--- config.mk ---
export PLATFORM = sky130hd
export DESIGN_NAME = adr_readout_port
export DESIGN_NICKNAME = d
export VERILOG_FILES = /design/src/core/adr_pkg.sv /design/src/core/adr_stream_if.sv /design/src/core/adr_sync.sv /design/src/core/adr_fifo.sv /design/src/core/adr_readout_port.sv
export SDC_FILE = /design/constraint.sdc
export NUM_CORES = 1
export LEC_CHECK = 0
export ABC_AREA = 1
export BUFFER_PORTS_ARGS = -buffer_cell sky130_fd_sc_hd__buf_2
export CAP_MARGIN = 20
export CORE_ASPECT_RATIO = 1.25
export CORE_UTILIZATION = 60
export DETAILED_ROUTE_END_ITERATION = 8
export GPL_ROUTABILITY_DRIVEN = 0
export PLACE_DENSITY_LB_ADDON = 0.1
export SYNTH_ARGS = -nofsm -noshare
export SYNTH_HDL_FRONTEND = slang
export SYNTH_HIERARCHICAL = 1
export SYNTH_SLANG_ARGS = --single-unit
--- constraint.sdc ---
create_clock -name clock_in -period 3.3 [get_ports clock_in]
set_input_delay 0.66 -clock clock_in [delete_from_list [all_inputs] [get_ports clock_in]]
set_output_delay 0.66 -clock clock_in [all_outputs]
set_load 0.05 [all_outputs]
--- src/core/adr_pkg.sv ---
// Shared constants, field layout and helper functions of the sample readout port.
package adr_pkg;

  // ----------------------------------------------------------------
  // Host I/O map
  // ----------------------------------------------------------------
  localparam int             ADR_ADDR_W      = 4;
  localparam logic [3:0]     ADR_OFFS_LOW    = 4'h0;
  localparam logic [3:0]     ADR_OFFS_HIGH   = 4'h1;

  // ----------------------------------------------------------------
  // Sample layout and reset values
  // ----------------------------------------------------------------
  localparam int             ADR_SAMPLE_W    = 16;
  localparam int             ADR_BYTE_W      = 8;
  localparam int             ADR_LOW_LSB     = 0;
  localparam int             ADR_HIGH_LSB    = 8;
  localparam int             ADR_FIFO_DEPTH  = 16;
  localparam logic [15:0]    ADR_SAMPLE_RST  = 16'h0000;
  localparam logic [7:0]     ADR_BYTE_RST    = 8'h00;
  localparam logic [7:0]     ADR_BYTE_PAD    = 8'h00;

  // ----------------------------------------------------------------
  // Range code field: {unipolar, gain high, gain low}
  // ----------------------------------------------------------------
  localparam int             ADR_RANGE_W     = 3;
  localparam int             ADR_RANGE_UNI   = 2;
  localparam int             ADR_RANGE_G1    = 1;
  localparam int             ADR_RANGE_G0    = 0;
  localparam logic [2:0]     ADR_RANGE_RST   = 3'h0;

  // ----------------------------------------------------------------
  // Output coding
  // ----------------------------------------------------------------
  function automatic logic [15:0] adr_encode(input logic [15:0] raw, input logic invert);
    adr_encode = invert ? ~raw : raw;
  endfunction

  function automatic logic [7:0] adr_byte(input logic [15:0] word, input logic high);
    adr_byte = high ? word[ADR_HIGH_LSB +: ADR_BYTE_W] : word[ADR_LOW_LSB +: ADR_BYTE_W];
  endfunction

endpackage

--- src/core/adr_stream_if.sv ---
// Valid/ready stream carrier between the readout port and its sample FIFO.
`timescale 1ns/1ps
interface adr_stream_if #(
  parameter int WIDTH = 16
);
  logic             valid;
  logic             ready;
  logic [WIDTH-1:0] data;

  modport producer (output valid, output data, input ready);
  modport consumer (input valid, input data, output ready);
endinterface

--- src/core/adr_sync.sv ---
// Two-stage synchroniser for strap and pin levels.
`timescale 1ns/1ps
module adr_sync import adr_pkg::*; #(
  parameter int WIDTH = 1
) (
  input  wire logic             clock_in,
  input  wire logic             reset_n_in,
  input  wire logic [WIDTH-1:0] level_in,
  output logic      [WIDTH-1:0] level_out
);

  typedef struct packed {
    logic [WIDTH-1:0] stage1;
    logic [WIDTH-1:0] stage2;
  } adr_sync_s;

  adr_sync_s st;
  adr_sync_s next_st;

  always_comb begin
    next_st        = st;
    next_st.stage1 = level_in;
    next_st.stage2 = st.stage1;
  end

  always_ff @(posedge clock_in or negedge reset_n_in) begin
    if (!reset_n_in) begin
      st <= '0;
    end else begin
      st <= next_st;
    end
  end

  assign level_out = st.stage2;

endmodule

--- src/core/adr_fifo.sv ---
// Sample FIFO with parameterised width and depth and valid/ready on both sides.
`timescale 1ns/1ps
module adr_fifo import adr_pkg::*; #(
  parameter int WIDTH = ADR_SAMPLE_W,
  parameter int DEPTH = ADR_FIFO_DEPTH
) (
  input  wire logic   clock_in,
  input  wire logic   reset_n_in,
  input  wire logic   flush_in,
  adr_stream_if.consumer wr_port,
  adr_stream_if.producer rd_port
);

  localparam int AW = $clog2(DEPTH);

  typedef struct packed {
    logic [AW-1:0] wr_ptr;
    logic [AW-1:0] rd_ptr;
    logic [AW:0]   count;
  } adr_fifo_s;

  adr_fifo_s        st;
  adr_fifo_s        next_st;
  logic [WIDTH-1:0] mem [DEPTH];
  logic             push;
  logic             pop;

  assign wr_port.ready = (st.count != DEPTH[AW:0]) && !flush_in;
  assign rd_port.valid = (st.count != '0) && !flush_in;
  assign rd_port.data  = mem[st.rd_ptr];
  assign push          = wr_port.valid && wr_port.ready;
  assign pop           = rd_port.valid && rd_port.ready;

  // ----------------------------------------------------------------
  // Pointer and occupancy update
  // ----------------------------------------------------------------
  always_comb begin
    next_st = st;
    if (flush_in) begin
      next_st = '0;
    end else begin
      if (push) begin
        next_st.wr_ptr = (st.wr_ptr == AW'(DEPTH - 1)) ? '0 : st.wr_ptr + 1'b1;
      end
      if (pop) begin
        next_st.rd_ptr = (st.rd_ptr == AW'(DEPTH - 1)) ? '0 : st.rd_ptr + 1'b1;
      end
      next_st.count = st.count + (AW+1)'(push) - (AW+1)'(pop);
    end
  end

  always_ff @(posedge clock_in or negedge reset_n_in) begin
    if (!reset_n_in) begin
      st <= '0;
    end else begin
      st <= next_st;
    end
  end

  // Storage carries no reset; occupancy alone decides what is valid.
  always_ff @(posedge clock_in) begin
    if (push) begin
      mem[st.wr_ptr] <= wr_port.data;
    end
  end

endmodule

--- src/core/adr_readout_port.sv ---
// Host-side readout port for converter samples: byte, word and FIFO readout plus software trigger.
//
// Functional notes
// - Sample low byte offset 0, high byte offset 1.
// - Word read at offset 0 returns both bytes.
// - Direct mode: bytes readable in any order.
// - Write to low offset issues software trigger.
// - FIFO strap: reads come from sample FIFO.
// - High byte read pops FIFO when not empty.
// - Acquisition never pauses because of readout.
// - Straight binary: zero negative, all-ones positive.
// - Inverted coding complements every straight code.
// - Gain bits and unipolar strap pick range.
`timescale 1ns/1ps
module adr_readout_port import adr_pkg::*; #(
  parameter int FIFO_DEPTH = ADR_FIFO_DEPTH
) (
  input  wire logic                    clock_in,
  input  wire logic                    reset_n_in,
  input  wire logic [ADR_ADDR_W-1:0]   io_address_in,
  input  wire logic                    io_read_in,
  input  wire logic                    io_write_in,
  input  wire logic                    io_word_in,
  input  wire logic [ADR_BYTE_W-1:0]   io_write_data_in,
  output logic      [ADR_SAMPLE_W-1:0] io_read_data_out,
  output logic                         io_read_valid_out,
  input  wire logic                    sample_valid_in,
  input  wire logic [ADR_SAMPLE_W-1:0] sample_data_in,
  output logic                         sample_ready_out,
  output logic                         sw_trigger_out,
  output logic      [ADR_BYTE_W-1:0]   sw_trigger_data_out,
  input  wire logic                    fifo_mode_strap_in,
  input  wire logic                    unipolar_strap_in,
  input  wire logic                    gain_select_high_in,
  input  wire logic                    gain_select_low_in,
  input  wire logic                    invert_encoding_in,
  output logic      [ADR_RANGE_W-1:0]  range_code_out,
  output logic                         range_bipolar_out,
  output logic                         fifo_mode_out,
  output logic                         fifo_empty_out,
  output logic                         fifo_full_out
);

  // ----------------------------------------------------------------
  // State
  // ----------------------------------------------------------------
  typedef struct packed {
    logic                    fifo_mode;
    logic [ADR_SAMPLE_W-1:0] latest;
    logic [ADR_SAMPLE_W-1:0] read_data;
    logic                    read_valid;
    logic                    trigger;
    logic [ADR_BYTE_W-1:0]   trigger_data;
    logic [ADR_RANGE_W-1:0]  range_code;
  } adr_port_s;

  adr_port_s               st;
  adr_port_s               next_st;
  logic [1:0]              strap_sync;
  logic                    fifo_strap;
  logic                    unipolar;
  logic                    mode_change;
  logic                    read_low;
  logic                    read_high;
  logic                    write_low;
  logic                    consume;
  logic [ADR_SAMPLE_W-1:0] head;
  logic [ADR_SAMPLE_W-1:0] coded;

  adr_stream_if #(.WIDTH(ADR_SAMPLE_W)) push_if ();
  adr_stream_if #(.WIDTH(ADR_SAMPLE_W)) pop_if ();

  // ----------------------------------------------------------------
  // Strap synchronisation
  // ----------------------------------------------------------------
  // Jumpers are board pins, so both pass two flops before any logic sees them.
  adr_sync #(
    .WIDTH (2)
  ) u_strap_sync (
    .clock_in   (clock_in),
    .reset_n_in (reset_n_in),
    .level_in   ({fifo_mode_strap_in, unipolar_strap_in}),
    .level_out  (strap_sync)
  );

  assign fifo_strap  = strap_sync[1];
  assign unipolar    = strap_sync[0];
  // A strap change empties the FIFO so stale samples never mix across modes.
  assign mode_change = fifo_strap != st.fifo_mode;

  // ----------------------------------------------------------------
  // Sample FIFO
  // ----------------------------------------------------------------
  adr_fifo #(
    .WIDTH (ADR_SAMPLE_W),
    .DEPTH (FIFO_DEPTH)
  ) u_fifo (
    .clock_in   (clock_in),
    .reset_n_in (reset_n_in),
    .flush_in   (mode_change || !st.fifo_mode),
    .wr_port    (push_if),
    .rd_port    (pop_if)
  );

  // Converter samples go to the FIFO in FIFO mode and to the latch otherwise.
  assign push_if.valid    = sample_valid_in && st.fifo_mode;
  assign push_if.data     = sample_data_in;
  // Readout never stalls the converter; only a full FIFO or the flush on a strap change holds it off.
  assign sample_ready_out = st.fifo_mode ? push_if.ready : 1'b1;

  // ----------------------------------------------------------------
  // Host access decode
  // ----------------------------------------------------------------
  always_comb begin
    read_low  = 1'b0;
    read_high = 1'b0;
    write_low = 1'b0;
    if (io_read_in && io_address_in == ADR_OFFS_LOW) begin
      read_low = 1'b1;
    end else if (io_read_in && io_address_in == ADR_OFFS_HIGH) begin
      read_high = 1'b1;
    end
    if (io_write_in && io_address_in == ADR_OFFS_LOW) begin
      write_low = 1'b1;
    end
  end

  // Only the high byte or a whole word consumes a sample; the low byte is a peek.
  assign consume      = st.fifo_mode && ((read_low && io_word_in) || read_high);
  assign pop_if.ready = consume;

  // An empty FIFO answers with the reset value and is not advanced.
  always_comb begin
    if (st.fifo_mode) begin
      head = pop_if.valid ? pop_if.data : ADR_SAMPLE_RST;
    end else begin
      head = st.latest;
    end
  end

  assign coded = adr_encode(head, invert_encoding_in);

  // ----------------------------------------------------------------
  // Next state
  // ----------------------------------------------------------------
  always_comb begin
    next_st            = st;
    next_st.fifo_mode  = fifo_strap;
    next_st.read_valid = 1'b0;
    next_st.trigger    = 1'b0;

    if (!st.fifo_mode && sample_valid_in) begin
      next_st.latest = sample_data_in;
    end

    if (read_low && io_word_in) begin
      next_st.read_data  = coded;
      next_st.read_valid = 1'b1;
    end else if (read_low) begin
      next_st.read_data  = {ADR_BYTE_PAD, adr_byte(coded, 1'b0)};
      next_st.read_valid = 1'b1;
    end else if (read_high) begin
      next_st.read_data  = {ADR_BYTE_PAD, adr_byte(coded, 1'b1)};
      next_st.read_valid = 1'b1;
    end

    // Any written value triggers; decoding special values is left downstream.
    if (write_low) begin
      next_st.trigger      = 1'b1;
      next_st.trigger_data = io_write_data_in;
    end

    next_st.range_code[ADR_RANGE_UNI] = unipolar;
    next_st.range_code[ADR_RANGE_G1]  = gain_select_high_in;
    next_st.range_code[ADR_RANGE_G0]  = gain_select_low_in;
  end

  always_ff @(posedge clock_in or negedge reset_n_in) begin
    if (!reset_n_in) begin
      st.fifo_mode    <= 1'b0;
      st.latest       <= ADR_SAMPLE_RST;
      st.read_data    <= ADR_SAMPLE_RST;
      st.read_valid   <= 1'b0;
      st.trigger      <= 1'b0;
      st.trigger_data <= ADR_BYTE_RST;
      st.range_code   <= ADR_RANGE_RST;
    end else begin
      st <= next_st;
    end
  end

  // ----------------------------------------------------------------
  // Outputs
  // ----------------------------------------------------------------
  assign io_read_data_out    = st.read_data;
  assign io_read_valid_out   = st.read_valid;
  assign sw_trigger_out      = st.trigger;
  assign sw_trigger_data_out = st.trigger_data;
  assign range_code_out      = st.range_code;
  assign range_bipolar_out   = !st.range_code[ADR_RANGE_UNI];
  assign fifo_mode_out       = st.fifo_mode;
  // Status for the host's empty check; sequencing stays the host's job.
  assign fifo_empty_out      = !pop_if.valid;
  assign fifo_full_out       = st.fifo_mode && !push_if.ready;

endmodule

## Yosys cells after proc, flatten, opt, wreduce, memory -nomap -nowiden

Memories as Yosys holds them, arrays and structs flattened.
Index checks and enable logic that the tools add are counted.

- Bits in writable memories: 256
- Output and inout bits: 34
- Logic and storage cells: 66
- Memories: 1
- Register bits after elaboration: 63

- Reduce and logical (&&, ||, !) cells: 24
- Mux-type cells: 19
- Add/subtract/negate cells: 4
- Bitwise gates (word level): 1
- Eq/ne operators: 5

Memories:

| name | words | bits a word | rd ports | clocked after Yosys merged registers in | write ports | RTL line | RTL |
|---|---|---|---|---|---|---|---|
| u_fifo.mem | 16 | 16 | 1 | 0 | 1 | adr_fifo.sv:24 | `logic [WIDTH-1:0] mem [DEPTH];` |

Operators by type and width:

| operator | count |
|---|---|
| 17-bit 2-to-1 mux | 3 |
| 16-bit 2-to-1 mux | 3 |
| 4-bit 2-to-1 mux | 4 |
| 16-bit inverter | 1 |
| 13-bit 2-to-1 mux | 1 |
| 1-bit logical AND | 12 |
| 9-bit 2-to-1 mux | 1 |
| 4-bit by 1-bit adder with 4-bit output (second input constant) | 2 |
| 4-bit equality test (second input constant) | 2 |
| 1-bit 2-to-1 mux | 7 |
| 5-bit by 1-bit adder with 5-bit output | 1 |
| 1-bit logical NOT | 5 |
| 5-bit != test (second input constant) | 1 |
| 5-bit nonzero test | 1 |
| 5-bit by 1-bit subtractor with 5-bit output | 1 |
| 4-bit by 1-bit equality test with 1-bit output (second input constant) | 1 |
| 4-bit logical NOT | 1 |
| 2-bit nonzero test | 2 |
| 3-bit nonzero test | 1 |
| 1-bit logical OR | 2 |
| 1-bit != test | 1 |

## Logic depth before layout (Yosys ltp)

- Word-level depth: 11
- Mapped depth: 17
- Gate-level depth less buffers: 17

## By module

The synthesis kept the hierarchy.

By module, submodules not included:

| module | cells each | area each (µm²) | seq. area each (µm²) | instances |
|---|---|---|---|---|
| adr_fifo | 1093 | 11543.6 | 8012.7 | 1 |
| adr_readout_port | 285 | 2507.4 | 1151.1 | 1 |
| adr_sync | 4 | 100.1 | 100.1 | 1 |

## Worst setup path after synthesis

Ideal clock, no wire load.

- Path kind: reg-to-output
- Start: reg st, in the netlist fifo_mode_out
- End: out sample_ready_out
- Path slack: 46 ps
- Buffers on the path: 3
- Required time: 2640 ps
- Stages on the path, launching flop included: 10
- Arrival time: 2594 ps
- Cell sequence: dfrtp_1 > buf_6 > buf_2 > nand2_1 > inv_1 > clkbuf_1 > nand2_1 > inv_1 > nor2_1 > inv_1

- Cells in the longest elaborated chain, start to end: 5

RTL lines:

| element | RTL line | RTL |
|---|---|---|
| start, declared | adr_readout_port.sv:57 | `adr_port_s st;` |
| start signal, assigned | adr_readout_port.sv:188 | `st <= next_st;` |
| 1-bit != test or 1-bit logical NOT (tied branches) | adr_readout_port.sv:89, adr_readout_port.sv:100 |  |
| 1-bit logical OR (*) | adr_readout_port.sv:100 | `.flush_in (mode_change \|\| !st.fifo_mode),` |
| 1-bit logical NOT (*) | adr_fifo.sv:28 | `assign wr_port.ready = (st.count != DEPTH[AW:0]) && !flush_in;` |
| 1-bit logical AND (*) | adr_fifo.sv:28 |  |
| named net push_if.ready | adr_stream_if.sv:7 | `logic ready;` |
| 1-bit 2-to-1 mux (*) | adr_readout_port.sv:109 | `assign sample_ready_out = st.fifo_mode ? push_if.ready : 1'b1;` |
| end, declared | adr_readout_port.sv:29 | `output logic sample_ready_out,` |

Mark *: on every way through the listed nets, which the timed path passes. The rest lies on a longest branch.

## Final worst setup path

- Start: reg st, in the netlist fifo_mode_out
- End: out fifo_empty_out

- Cells in the longest elaborated chain, start to end: 5

RTL lines:

| element | RTL line | RTL |
|---|---|---|
| 1-bit != test or 1-bit logical NOT (tied branches) | adr_readout_port.sv:89, adr_readout_port.sv:100 |  |
| 1-bit logical OR (*) | adr_readout_port.sv:100 |  |
| 1-bit logical NOT (*) | adr_fifo.sv:29 | `assign rd_port.valid = (st.count != '0) && !flush_in;` |
| 1-bit logical AND (*) | adr_fifo.sv:29 |  |
| named net pop_if.valid | adr_stream_if.sv:6 | `logic valid;` |
| 1-bit logical NOT (*) | adr_readout_port.sv:203 | `assign fifo_empty_out = !pop_if.valid;` |
| end, declared | adr_readout_port.sv:40 | `output logic fifo_empty_out,` |

Marked as above.

==> qor.yml <==
synth.distinct_cells: 32
worst_slew_pin_slew_ps: 779
start_kind: "flop"
critical-path-top-cell-by-count: "sky130_fd_sc_hd__inv_1"
dr_total_vias: 9572
final-setup-viol-count: 0
critPathArrivalTime_ps: 1970
final_net_count: 1493
ctsHtreeMaxLevel: 1
grt_remaining_overflow: 0
die_w_um: 139
synth.net_count: 1433
vias_per_cell: 5.46
grt_pass1_vias: 9172
finalHoldViolations: 0
unrepaired_setup_endpoints_after_global_routing: "no"
global_route_wire_length_before_repair_um: 49900
route.final.wire_length_um: 31700
detail_route.wl_per_cell_um: 18.1
track_usage_pct: 27.1
grt_antenna_before_repair: 1
drt-pass1-iter-count: 5
cap_violations: 0
post_synth_main_area_contributors: "sky130_fd_sc_hd__edfxtp_1 54%, sky130_fd_sc_hd__nand2_1 13%, sky130_fd_sc_hd__dfrtp_1 11%"
achievable-frequency_mhz: 381
ir_worst_vdd_v: 0.000449
min_path_type: "in2async"
insertion_delay_ps: 560
tritoncts_clock_tree: "built"
cts.sink_count: 319
synth-warning-count: 6
io-pin-count: 73
cts_inserted_buffers: 30
clock-root-buffer: "sky130_fd_sc_hd__clkbuf_16"
netlist_area_mm2: 0.0142
post-cts-setup-buffer-count: 0
cts_buffer_depth: 3
drc_errors: 0
final.period_utilization_pct: 79.6
postRouteAntennaNets: 0
sort_of_element_at_the_end_of_the_critical_path: "output pin"
crit_path_cell_trace: "nand2_1 > inv_1 > nand2_1 > inv_1 > buf_4 > inv_1 > buf_2"
critical_path.max_fanout: 17
maxSlewViolCount: 0
time_the_worst_path_needs_with_i_o_delays_and_setup_ps: 2630
areaGrowthSynthToFinish_pct: 11.4
proportion_of_synthesized_chip_area_in_sequential_cells_pct: 65.5
placement.io_buffers: 72
worst_path_dominant_cell_family: "buffers and inverters"
powerDensity_mw_per_mm2: 546
run_status: "completed"
floorplan.initialDensity_pct: 61.4
syn_inst: 1382
drive_gt1_share_pct: 14.3
critical_path_buf_inv_count: 5
synth_largest_area_cell: "sky130_fd_sc_hd__edfxtp_1"
final_standard_cell_utilization_of_the_core_pct: 68.4
path_clk_slew_ps: 60
fin_worst_hold_slack_ps: 157
die_area_mm2: 0.0242
dp.final_hpwl_um: 19300
total_leakage_power_nw: 6.67
setup.worst_path.class: "reg2out"
worst_slew_margin_rel_pct: 48.0
postCtsResizedCells: 0
placementRows: 62
cts-hold-fix-buffers: 0
yosys_register_bits: 319
floorplan.core_area_mm2: 0.0230
worst_clock_skew_ps: 9.93
critical-path-max-stage-delay_ps: 500
cpMaxStageDelayCell: "sky130_fd_sc_hd__dfrtp_1"
die_h_um: 174
post-synth-top-area-fraction_pct: 54.3
mean_cell_area_of_the_mapped_netlist_um2: 10.2
insertedDiodeCount: 0
grt_max_degree: 165
critical_path_required_ps: 2640
setup-tns-final_ps: 0
detailedRoute.firstIterationViolations: 878
-- power breakdown --
| group | internal (mW) | total (mW) | switching [mW] | leakage (nW) |
|---|---|---|---|---|
| clock | 2.11 | 3.54 | 1.43 | 0.506 |
| sequential | 4.44 | 4.49 | 0.0490 | 3.10 |
| combinational | 0.154 | 0.583 | 0.429 | 3.07 |
-- cells in the mapped netlist, drive strengths merged --
cell / instances
dfrtp: 63
nand3: 155
inv: 100
ha: 11
a21oi: 5
edfxtp: 256
mux2: 16
clkinv: 2
fa: 1
nand4: 1
xor2: 1
buf: 74
nor3: 16
clkbuf: 13
nand2: 493
nor2: 142
xnor2: 1
o21ai: 32
-- path summary, 6_finish.rpt --
check / depth (start not counted) / endpoint / slack [ps] / from
setup / recovery: 7 / fifo_empty_out / 670 / fifo_mode_out
hold / removal: 1 / range_code_out[1] / 160 / reset_n_in
setup reg to reg: 15 / u_fifo/st[4] / 770 / u_fifo/st[3]
hold reg to reg: 0 / range_code_out[2] / 350 / u_strap_sync/level_out[0]
max in group asynchronous: 2 / sw_trigger_data_out[3] / 2520 / reset_n_in
min in group clock_in: 1 / u_strap_sync/next_st[0] / 210 / unipolar_strap_in
-- cell type report --
type                    instances  area (µm²)
clock buffers                  40         850
clock inverters                16         173
fillers                      1761        7280
inverters                     102         390
multi-input cells             874        3980
flip-flops and latches        319        9270
well taps                     288         360
repair buffers                115         746
-- kinds of logic after synthesis --
| family | after synthesis | synth area share, % |
|---|---|---|
| XOR/XNOR | 2 | 0.124 |
| AND/OR/NAND/NOR | 807 | 23.4 |
| adder cells (fa/ha/maj) | 12 | 1.11 |
| multiplexers | 16 | 1.54 |
| AO/OA/AOI/OAI | 37 | 1.31 |
| flip-flops | 319 | 65.5 |
| buffers and inverters | 189 | 7.00 |
-- metrics by stage --
stage | cell area [µm²] | total power [mW] | worst slack [ps] | std cells
after floorplan | 14200 | 5.05 | 46.0 | 1382
after global placement | 14700 | 5.15 | 262 | 1698
after detailed placement | 14700 | 5.16 | 213 | 1698
after CTS | 15800 | 8.68 | 647 | 1754
after global routing | 15800 | 8.88 | 495 | 1754
final | 15800 | 8.61 | 674 | 1754
-- worst reg2reg max path, cell delays in order, from the launching register on --
cell,delay [ps]
sky130_fd_sc_hd__dfrtp_1,390
sky130_fd_sc_hd__inv_1,90
sky130_fd_sc_hd__ha_1,170
sky130_fd_sc_hd__nand3_1,130
sky130_fd_sc_hd__nand3_1,190
sky130_fd_sc_hd__inv_1,90
sky130_fd_sc_hd__ha_1,280
sky130_fd_sc_hd__inv_1,40
sky130_fd_sc_hd__ha_1,200
sky130_fd_sc_hd__fa_1,410
sky130_fd_sc_hd__nand2_1,80
sky130_fd_sc_hd__nand2_1,40
sky130_fd_sc_hd__a21oi_1,150
sky130_fd_sc_hd__nand2_1,70
sky130_fd_sc_hd__nand2_1,60
sky130_fd_sc_hd__nor2_1,40
-- metal layers --
metal  wire length [µm]  GRT usage, %  share of wire (%)
met5                 10             0              0.032
met4                820          8.89                2.6
met3               2190          3.45                6.9
met2              15200          45.6                 48
met1              13500          36.8                 42
-- cell usage in the layout (no fill, tap or decap), drive strengths merged, types with 16 or more instances in the layout --
cell type	instances
nand2	493
edfxtp	256
nand3	155
nor2	142
buf	115
inv	100
dfrtp	63
clkbuf	40
o21ai	32
nor3	16
mux2	16
-- flip-flops by register name (all words and copies together) (netlist names) --
name                    flops
range_code_out              3
io_read_valid_out           1
io_read_data_out           16
u_strap_sync/next_st        2
sw_trigger_data_out         8
u_fifo/mem                256
fifo_mode_out               1
u_fifo/st                  13
st                         16
sw_trigger_out              1
u_strap_sync/level_out      2
Power figures use the tool's default switching activity.
